==> config.mk <==
export PLATFORM = sky130hd
export DESIGN_NAME = uart_stat
export DESIGN_NICKNAME = d
export VERILOG_FILES = /design/src/uart_stat.v
export VERILOG_INCLUDE_DIRS = /design/src
export SDC_FILE = /design/constraint.sdc
export NUM_CORES = 1
export LEC_CHECK = 0
export ABC_AREA = 1
export BUFFER_PORTS_ARGS = -buffer_cell sky130_fd_sc_hd__buf_2
export CAP_MARGIN = 10
export CORE_AREA = 2 2 163 117
export DETAILED_ROUTE_END_ITERATION = 8
export DIE_AREA = 0 0 165 119
export PLACE_DENSITY = 0.79
export SLEW_MARGIN = 20
export SYNTH_ARGS = -nofsm -noshare
export SYNTH_HDL_FRONTEND = slang
export SYNTH_SLANG_ARGS = --single-unit
export TNS_END_PERCENT = 50
==> constraint.sdc <==
create_clock -name clk_sys -period 6.15 [get_ports clk_sys]
set_input_delay 0.615 -clock clk_sys [delete_from_list [all_inputs] [get_ports clk_sys]]
set_output_delay 0.615 -clock clk_sys [all_outputs]
set_load 0.1 [all_outputs]
==> src/uart_stat_defines.vh <==
`ifndef UART_STAT_DEFINES_VH
`define UART_STAT_DEFINES_VH
// ==========================================================================
// Register map (byte addresses, chosen)
`define REG_STATUS_CONTROL 5'h00
`define REG_TX_DATA        5'h04
`define REG_RX_DATA        5'h08
`define REG_IRQ_STATUS     5'h0C
`define REG_IRQ_MASK       5'h10
`define REG_MODE           5'h14
`define REG_BAUD_DIV       5'h18
// ==========================================================================
// Status/control field positions
`define BIT_TX_MODE_HI     15
`define BIT_TX_IDLE_INV    14
`define BIT_TX_MODE_LO     13
`define BIT_BREAK_REQ      11
`define BIT_TX_ENABLE      10
`define BIT_TX_FULL        9
`define BIT_TX_SHIFT_EMPTY 8
`define BIT_RX_SEL_HI      7
`define BIT_RX_SEL_LO      6
`define BIT_RX_AVAIL       0
// Interrupt status bits
`define IRQ_TX             0
`define IRQ_RX             1
// ==========================================================================
// Sizes and reset values
`define FIFO_DEPTH         3'h4
`define BREAK_ZEROS        12
`define BAUD_DIV_RESET     16'h00AD
`define RESP_OKAY          2'h0
`define RESP_SLVERR        2'h2
`endif

==> src/uart_stat.v <==
// The AXI4-Lite slave port and the placing of the registers were decided locally.
`timescale 1ns/1ps
`default_nettype none
`include "uart_stat_defines.vh"
module uart_stat (
   // Clock and reset
   input  wire        clk_sys,
   input  wire        rst_n,
   // AXI4-Lite write
   input  wire [4:0]  s_axi_awaddr,
   input  wire        s_axi_awvalid,
   output wire        s_axi_awready,
   input  wire [31:0] s_axi_wdata,
   input  wire [3:0]  s_axi_wstrb,
   input  wire        s_axi_wvalid,
   output wire        s_axi_wready,
   output reg  [1:0]  s_axi_bresp,
   output reg         s_axi_bvalid,
   input  wire        s_axi_bready,
   // AXI4-Lite read
   input  wire [4:0]  s_axi_araddr,
   input  wire        s_axi_arvalid,
   output wire        s_axi_arready,
   output reg  [31:0] s_axi_rdata,
   output reg  [1:0]  s_axi_rresp,
   output reg         s_axi_rvalid,
   input  wire        s_axi_rready,
   // Serial lines
   input  wire        serial_rx_pin,
   output reg         serial_tx_pin,
   output wire        serial_tx_oe_n,
   // General-purpose port value used when the serial logic lets go
   input  wire        port_tx_value,
   // Interrupt
   output wire        irq
);
   // =======================================================================
   // Registers
   reg  [1:0]  tx_irq_mode_select_q;
   reg         tx_idle_invert_q;
   reg         send_break_request_q;
   reg         tx_enable_q;
   reg  [1:0]  rx_irq_level_select_q;
   reg         infrared_encode_enable_q;
   reg  [15:0] baud_div_q;
   reg  [1:0]  irq_status_q;
   reg  [1:0]  irq_mask_q;
   reg  [7:0]  tx_fifo_q [0:3];
   reg  [1:0]  tx_rd_q;
   reg  [2:0]  tx_cnt_q;
   reg  [7:0]  rx_fifo_q [0:3];
   reg  [1:0]  rx_rd_q;
   reg  [2:0]  rx_cnt_q;
   reg         aw_held_q;
   reg  [4:0]  aw_addr_q;
   reg         w_held_q;
   reg  [31:0] w_data_q;
   reg  [3:0]  w_strb_q;
   reg  [15:0] tx_baud_q;
   reg  [3:0]  tx_bit_q;      // 0 idle, 1 start, 2..N data, last stop
   reg  [11:0] tx_shift_q;
   reg         tx_busy_q;
   reg         tx_is_break_q;
   reg         tx_line_q;
   reg  [15:0] rx_baud_q;
   reg  [3:0]  rx_bit_q;
   reg  [7:0]  rx_shift_q;
   reg         rx_busy_q;
   // =======================================================================
   // Bus handshakes: one write and one read in flight
   wire wr_go  = aw_held_q & w_held_q & ~s_axi_bvalid;
   assign s_axi_awready = ~aw_held_q & ~s_axi_bvalid;
   assign s_axi_wready  = ~w_held_q & ~s_axi_bvalid;
   assign s_axi_arready = ~s_axi_rvalid;
   wire rd_go = s_axi_arvalid & s_axi_arready;
   wire [4:0] wa = aw_addr_q;
   wire wr_ctl   = wr_go & (wa == `REG_STATUS_CONTROL);
   wire wr_txd   = wr_go & (wa == `REG_TX_DATA) & w_strb_q[0];
   wire wr_iclr  = wr_go & (wa == `REG_IRQ_STATUS) & w_strb_q[0];
   wire wr_mask  = wr_go & (wa == `REG_IRQ_MASK) & w_strb_q[0];
   wire wr_mode  = wr_go & (wa == `REG_MODE) & w_strb_q[0];
   wire wr_baud  = wr_go & (wa == `REG_BAUD_DIV);
   wire rd_rxd   = rd_go & (s_axi_araddr == `REG_RX_DATA);
   wire wa_ok    = (wa <= `REG_BAUD_DIV) & (wa[1:0] == 2'h0);
   wire ra_ok    = (s_axi_araddr <= `REG_BAUD_DIV) & (s_axi_araddr[1:0] == 2'h0);
   // =======================================================================
   // Status terms
   // full flag
   wire tx_full        = (tx_cnt_q == `FIFO_DEPTH);
   // empty only when idle and drained
   wire tx_shift_empty = ~tx_busy_q & (tx_cnt_q == 3'h0);
   wire tx_tick        = (tx_baud_q == 16'h0000);
   wire tx_last        = tx_busy_q & tx_tick & (tx_bit_q == (tx_is_break_q ? 4'hE : 4'hA));
   // Load shift register from buffer, or send break even when buffer empty
   wire tx_load = tx_enable_q & ~tx_busy_q & ((tx_cnt_q != 3'h0) | send_break_request_q);
   wire tx_load_chr = tx_load & ~send_break_request_q;
   wire rx_tick  = (rx_baud_q == 16'h0000);
   wire rx_done  = rx_busy_q & rx_tick & (rx_bit_q == 4'h9);
   wire rx_push  = rx_done & serial_rx_pin & (rx_cnt_q != `FIFO_DEPTH);
   wire [2:0] rx_cnt_after = rx_cnt_q + 3'h1;
   // Transmit event by mode
   reg tx_evt;
   always @* begin
      case (tx_irq_mode_select_q)
         2'b00:   tx_evt = tx_load_chr;
         2'b01:   tx_evt = tx_last & (tx_cnt_q == 3'h0);
         2'b10:   tx_evt = tx_load_chr & (tx_cnt_q == 3'h1);
         default: tx_evt = 1'b0;
      endcase
   end
   // Receive event by threshold
   reg rx_evt;
   always @* begin
      case (rx_irq_level_select_q)
         2'b11:   rx_evt = rx_push & (rx_cnt_after == 3'h4);
         2'b10:   rx_evt = rx_push & (rx_cnt_after == 3'h3);
         default: rx_evt = rx_push;
      endcase
   end
   // =======================================================================
   // Bus channel capture and responses
   always @(posedge clk_sys) begin
      if (!rst_n) begin
         aw_held_q    <= 1'b0;
         w_held_q     <= 1'b0;
         aw_addr_q    <= 5'h00;
         w_data_q     <= 32'h00000000;
         w_strb_q     <= 4'h0;
         s_axi_bvalid <= 1'b0;
         s_axi_bresp  <= `RESP_OKAY;
         s_axi_rvalid <= 1'b0;
         s_axi_rresp  <= `RESP_OKAY;
         s_axi_rdata  <= 32'h00000000;
      end else begin
         if (s_axi_awvalid & s_axi_awready) begin
            aw_held_q <= 1'b1;
            aw_addr_q <= s_axi_awaddr;
         end
         if (s_axi_wvalid & s_axi_wready) begin
            w_held_q <= 1'b1;
            w_data_q <= s_axi_wdata;
            w_strb_q <= s_axi_wstrb;
         end
         if (wr_go) begin
            aw_held_q    <= 1'b0;
            w_held_q     <= 1'b0;
            s_axi_bvalid <= 1'b1;
            s_axi_bresp  <= wa_ok ? `RESP_OKAY : `RESP_SLVERR;
         end else if (s_axi_bready) begin
            s_axi_bvalid <= 1'b0;
         end
         if (rd_go) begin
            s_axi_rvalid <= 1'b1;
            s_axi_rresp  <= ra_ok ? `RESP_OKAY : `RESP_SLVERR;
            case (s_axi_araddr)
               // status bits read without side effects
               `REG_STATUS_CONTROL: s_axi_rdata <= {16'h0000, tx_irq_mode_select_q[1], tx_idle_invert_q,
                                        tx_irq_mode_select_q[0], 1'b0, send_break_request_q, tx_enable_q, tx_full,
                                        tx_shift_empty, rx_irq_level_select_q, 5'h00, (rx_cnt_q != 3'h0)};
               `REG_RX_DATA:    s_axi_rdata <= {24'h000000, rx_fifo_q[rx_rd_q]};
               `REG_IRQ_STATUS: s_axi_rdata <= {30'h00000000, irq_status_q};
               `REG_IRQ_MASK:   s_axi_rdata <= {30'h00000000, irq_mask_q};
               `REG_MODE:       s_axi_rdata <= {31'h00000000, infrared_encode_enable_q};
               `REG_BAUD_DIV:   s_axi_rdata <= {16'h0000, baud_div_q};
               default:         s_axi_rdata <= 32'h00000000;
            endcase
         end else if (s_axi_rready) begin
            s_axi_rvalid <= 1'b0;
         end
      end
   end
   // =======================================================================
   // Control and interrupt registers
   always @(posedge clk_sys) begin
      if (!rst_n) begin
         tx_irq_mode_select_q     <= 2'h0;
         tx_idle_invert_q         <= 1'b0;
         send_break_request_q     <= 1'b0;
         tx_enable_q              <= 1'b0;
         rx_irq_level_select_q    <= 2'h0;
         infrared_encode_enable_q <= 1'b0;
         baud_div_q               <= `BAUD_DIV_RESET;
         irq_status_q             <= 2'h0;
         irq_mask_q               <= 2'h0;
      end else begin
         // bits 9 and 8 are not stored
         if (wr_ctl & w_strb_q[1]) begin
            tx_irq_mode_select_q <= {w_data_q[`BIT_TX_MODE_HI], w_data_q[`BIT_TX_MODE_LO]};
            tx_idle_invert_q     <= w_data_q[`BIT_TX_IDLE_INV];
            tx_enable_q          <= w_data_q[`BIT_TX_ENABLE];
         end
         if (wr_ctl & w_strb_q[0])
            rx_irq_level_select_q <= w_data_q[`BIT_RX_SEL_HI:`BIT_RX_SEL_LO];
         // hardware clears break after the stop bit
         if (wr_ctl & w_strb_q[1] & w_data_q[`BIT_BREAK_REQ])
            send_break_request_q <= 1'b1;
         else if ((tx_last & tx_is_break_q) | (wr_ctl & w_strb_q[1] & ~w_data_q[`BIT_TX_ENABLE]))
            send_break_request_q <= 1'b0;
         if (wr_mode)
            infrared_encode_enable_q <= w_data_q[0];
         if (wr_mask)
            irq_mask_q <= w_data_q[1:0];
         if (wr_baud & w_strb_q[0])
            baud_div_q[7:0] <= w_data_q[7:0];
         if (wr_baud & w_strb_q[1])
            baud_div_q[15:8] <= w_data_q[15:8];
         // Set wins over write-one-to-clear
         irq_status_q <= (irq_status_q & ~(wr_iclr ? w_data_q[1:0] : 2'h0)) | {rx_evt, tx_evt};
      end
   end
   assign irq = |(irq_status_q & irq_mask_q);
   // =======================================================================
   // Transmit buffer and shifter
   always @(posedge clk_sys) begin
      if (!rst_n) begin
         tx_rd_q       <= 2'h0;
         tx_cnt_q      <= 3'h0;
         tx_busy_q     <= 1'b0;
         tx_bit_q      <= 4'h0;
         tx_baud_q     <= 16'h0000;
         tx_shift_q    <= 12'h000;
         tx_is_break_q <= 1'b0;
         tx_line_q     <= 1'b1;
      end else if (!tx_enable_q) begin
         tx_rd_q   <= 2'h0;
         tx_cnt_q  <= 3'h0;
         tx_busy_q <= 1'b0;
         tx_bit_q  <= 4'h0;
         tx_line_q <= 1'b1;
      end else begin
         // Full buffer silently drops the write
         if (wr_txd & ~tx_full)
            tx_fifo_q[tx_rd_q + tx_cnt_q[1:0]] <= w_data_q[7:0];
         tx_cnt_q <= tx_cnt_q + ((wr_txd & ~tx_full) ? 3'h1 : 3'h0) - (tx_load_chr ? 3'h1 : 3'h0);
         if (tx_load) begin
            // break is start, twelve zeros, stop
            tx_is_break_q <= send_break_request_q;
            tx_shift_q    <= send_break_request_q ? 12'h000 : {4'h0, tx_fifo_q[tx_rd_q]};
            tx_rd_q       <= tx_rd_q + (send_break_request_q ? 2'h0 : 2'h1);
            tx_busy_q     <= 1'b1;
            tx_bit_q      <= 4'h1;
            tx_baud_q     <= baud_div_q;
            tx_line_q     <= 1'b0;
         end else if (tx_busy_q) begin
            if (tx_tick) begin
               tx_baud_q <= baud_div_q;
               if (tx_last) begin
                  tx_busy_q <= 1'b0;
                  tx_bit_q  <= 4'h0;
                  tx_line_q <= 1'b1;
               end else begin
                  tx_bit_q   <= tx_bit_q + 4'h1;
                  tx_line_q  <= (tx_bit_q == (tx_is_break_q ? 4'hD : 4'h9)) ? 1'b1 : tx_shift_q[0];
                  tx_shift_q <= {1'b0, tx_shift_q[11:1]};
               end
            end else begin
               tx_baud_q <= tx_baud_q - 16'h0001;
            end
         end
      end
   end
   // =======================================================================
   // Pin drive; encoder pulse shaping is outside this block
   always @(posedge clk_sys) begin
      if (!rst_n)
         serial_tx_pin <= 1'b0;
      else if (!tx_enable_q)
         serial_tx_pin <= port_tx_value;
      // plain line, invert gives idle low
      else if (!infrared_encode_enable_q)
         serial_tx_pin <= tx_line_q ^ tx_idle_invert_q;
      // encoded output idles at invert value
      else
         serial_tx_pin <= (~tx_line_q) ^ tx_idle_invert_q;
   end
   // pin released to the port while disabled
   assign serial_tx_oe_n = ~tx_enable_q;
   // =======================================================================
   // Receiver with four-entry buffer; overrun drops the character
   always @(posedge clk_sys) begin
      if (!rst_n) begin
         rx_busy_q  <= 1'b0;
         rx_bit_q   <= 4'h0;
         rx_baud_q  <= 16'h0000;
         rx_shift_q <= 8'h00;
         rx_rd_q    <= 2'h0;
         rx_cnt_q   <= 3'h0;
      end else begin
         if (!rx_busy_q) begin
            if (!serial_rx_pin) begin
               rx_busy_q <= 1'b1;
               rx_bit_q  <= 4'h0;
               rx_baud_q <= {1'b0, baud_div_q[15:1]};
            end
         end else if (rx_tick) begin
            rx_baud_q <= baud_div_q;
            rx_bit_q  <= rx_bit_q + 4'h1;
            if (rx_bit_q == 4'h0 && serial_rx_pin)
               rx_busy_q <= 1'b0;
            else if (rx_bit_q != 4'h0 && rx_bit_q != 4'h9)
               rx_shift_q <= {serial_rx_pin, rx_shift_q[7:1]};
            if (rx_done)
               rx_busy_q <= 1'b0;
         end else begin
            rx_baud_q <= rx_baud_q - 16'h0001;
         end
         if (rx_push)
            rx_fifo_q[rx_rd_q + rx_cnt_q[1:0]] <= rx_shift_q;
         if (rd_rxd & (rx_cnt_q != 3'h0))
            rx_rd_q <= rx_rd_q + 2'h1;
         rx_cnt_q <= rx_cnt_q + (rx_push ? 3'h1 : 3'h0) - ((rd_rxd & (rx_cnt_q != 3'h0)) ? 3'h1 : 3'h0);
      end
   end
endmodule // uart_stat
`default_nettype wire

==> out/qor.txt <==
Hold depth: 4
Cell mode on critical path: nand2_1
Gate Count Post-Synth: 1,372
Max-slew violation count: 0
Initial antenna violation count: 0
Post-synth ARST share: 0
Crit Path Class: input port to register
Cells on worst reg2reg path: 15
CTS tree: yes
Placed cell areas: 0.0110 mm²
IO Count: 99
Routed WL: 26,400 µm
DRC Markers: 0
Unrepaired setup endpoints after global routing: false
Synth Area in Simple Gates: 0.293
Vias: 9,209
Crit path largest cell delay: 740 ps
Critical R2R Capture: rx_cnt_q[2]$_SDFF_PN0_
Gr ovfl total: 0
Hold Vio Cnt, Final: 0
Worst path top cell family by delay: simple AND/OR/NAND/NOR gates
Setup TNS: 0 ps
Wire length per cell after detailed routing: 15.8 µm
H-Tree Depth: 1
Hold wc startpoint: s_axi_bready
Crit path DAT: 3020 ps
XOR/XNOR Fraction of Synth Area: 0.0198
Total CTS buffers: 21
Reg area: 0.00488 mm²
FF-to-FF setup slack: 3350 ps
Max_cap viols: 0
Die ar.: 0.0196 mm²
# clock sinks: 212
Gpl congestion: 0.914
Area of the multi-input gates: 0.00478 mm²
Share of layout cells above drive strength 1: 0.126
RR Startpoint: rx_baud_q[0]$_SDFFE_PN0P_
Maximum vdd drop: 0.232 mV
1st-pass router iterations: 7
P&R area growth vs syn: 9.71%
Root Buffer: clkbuf_16
Initial core utilization: 0.580
Leak pwr: 5.28 nW
Synthesized cell area: 0.0106 mm²
Fill count: 1,571
All-layer global routing usage: 0.273
Worst hold slack: 344 ps
Critical Path RT: 6280 ps
CP Buf/Inv Count: 1
Worst Hold Class: input port to register
Synth Flop Type: dfxtp_1
Initial DRC count: 869
Deepest clock path buffer count: 3
Fin worst setup slack: 3270 ps
Final period util: 0.469
Synth Area in Compound Gates: 0.105
Design Area, Final: 0.0117 mm²
Post-synthesis mux area share: 0
Syn avg cell area: 7.75 µm²
Slowest CP cell: buf_2
Critical-path maximum fanout: 50
Die width: 165 µm
Total power: 3.45 mW
Final #Nets: 1,494
Via/cell ratio: 5.50
PD cells: 296 mW/mm²
Slew HR: 0.330
Hold endpoint: s_axi_bvalid$_SDFFE_PN0P_
Count of buffers from port buffering: 62
Largest net degree at the start of global routing: 51
First-pass GRT wire length: 42,400 µm
Status: complete, no violations
Total setup buffers inserted after CTS: 0
Reg clk slew, reported paths: 70 ps
Worst setup EP type: register
Sequential share of the synthesized area: 0.459
Largest family of logic cells by synthesized area: simple AND/OR/NAND/NOR gates
Fmax: 347 MHz
Core footprint: 0.0183 mm²
Cts hold-fix bufs: 0
Post-DP HPWL: 18,400 µm
Worst Max-Slew Pin Slew: 1010 ps
Ys Warns: 0
Worst clock skew: 22.4 ps
Diode count: 0
PostCTS Resize Cnt: 0
Post-synth EDFFs: 64
Height of the die: 119 µm
Worst Setup Start Kind: input port
Post-DRT Antenna Nets: 0
Cell Rows: 42
Dpl ws: 2860 ps
Leading cell type in the layout, fill and taps excluded: nand2_1
Crit path cell chain: buf_2 > nand2_1 > nor4_1 > nand2_1 > nor2_1
Distinct cells, synth: 53
Worst-skew pair later-pin latency: 520 ps
Final setup viols: 0
Post-layout minimum cycle time: 2880 ps
Post-Synth Adder-Cell Area: 0.0261
FF+latch count, synth: 212
Most frequent cells in the layout: nand2_1 (291), inv_1 (167), nor2_1 (161)
Vias in the first global route: 8,302
-- area by class of cell --
class                           count  area share
Inverter                          180      0.0581
Tap cell                          242      0.0260
Clock buffer                       28      0.0499
Multi-Input combinational cell    939       0.410
Sequential cell                   212       0.419
Clock inverter                     10     0.00922
Timing Repair Buffer               64      0.0279
-- Yosys cell counts (11+ instances only) --
library cell	instances	area, µm²
nand2_1	291	1090
inv_1	167	627
nor2_1	161	604
dfxtp_1	148	2960
nand3_1	117	586
a21oi_1	79	395
o21ai_0	78	390
edfxtp_1	64	1920
buf_4	22	165
nor2_2	22	138
ha_1	19	238
xor2_1	19	166
o22ai_1	18	113
buf_2	17	85.1
nand4_1	15	93.8
clkbuf_1	13	48.8
nand2_2	13	81.3
nor3_1	12	60.1
nand3_2	11	110
-- tightest hold or removal path: stages --
cell and delay, ps:
buf_2 70, inv_1 30, nand2_1 40, a21oi_1 50
-- worst max-delay path by stage --
stage               slack, ps  cells past startpoint                        end                       from
finish                   3270                      5  tx_fifo_q[3][7]$_DFFE_PP_                      rst_n
global route             3080                     12     rx_cnt_q[2]$_SDFF_PN0_     rx_cnt_q[1]$_SDFF_PN0_
CTS                      3360                     15     rx_cnt_q[2]$_SDFF_PN0_  rx_baud_q[0]$_SDFFE_PN0P_
detailed placement       2860                      5  tx_fifo_q[3][4]$_DFFE_PP_                      rst_n
global placement         2940                      5  tx_fifo_q[3][4]$_DFFE_PP_                      rst_n
floorplan                2800                     11     rx_cnt_q[2]$_SDFF_PN0_  s_axi_rvalid$_SDFFE_PN0P_
-- report_power, final --
part           leakage [nW]  switching, mW  internal, mW  total (mW)
Sequential             1.72         0.0503          1.48        1.53
Combinational          3.23          0.440         0.176       0.617
Clock                 0.337          0.550         0.752        1.30
Total                  5.28           1.04          2.41        3.45
-- logic make-up after synthesis --
group | after synthesis
compound gates | 205
xor+xnor | 24
fa+ha+maj | 21
buf+inv | 238
flops | 212
other cells | 1
simple gates | 671
-- sequential cells by signal, summed over array words and instances (netlist names), 3 cells and up, named ones only --
signal       flops
tx_shift_q       8
baud_div_q      16
tx_cnt_q         3
tx_baud_q       16
s_axi_rdata     16
rx_fifo_q       32
rx_shift_q       8
tx_bit_q         4
tx_fifo_q       32
aw_addr_q        5
rx_baud_q       16
rx_bit_q         4
rx_cnt_q         3
w_data_q        16
-- per-layer routing --
| metal | wire (µm) | GRT usage |
|---|---|---|
| met1 | 12200 | 0.413 |
| met5 | 0 | 0 |
| met4 | 549 | 0.0652 |
| met2 | 11100 | 0.404 |
| met3 | 2470 | 0.0481 |
-- metrics by stage --
stage	cells	util
4_1_cts	1675	0.636
2_1_floorplan	1389	-
6_report	1675	0.636
5_1_grt	1675	0.636
3_3_place_gp	1637	0.598
3_5_place_dp	1637	0.598
Power figures use the tool's default switching activity.
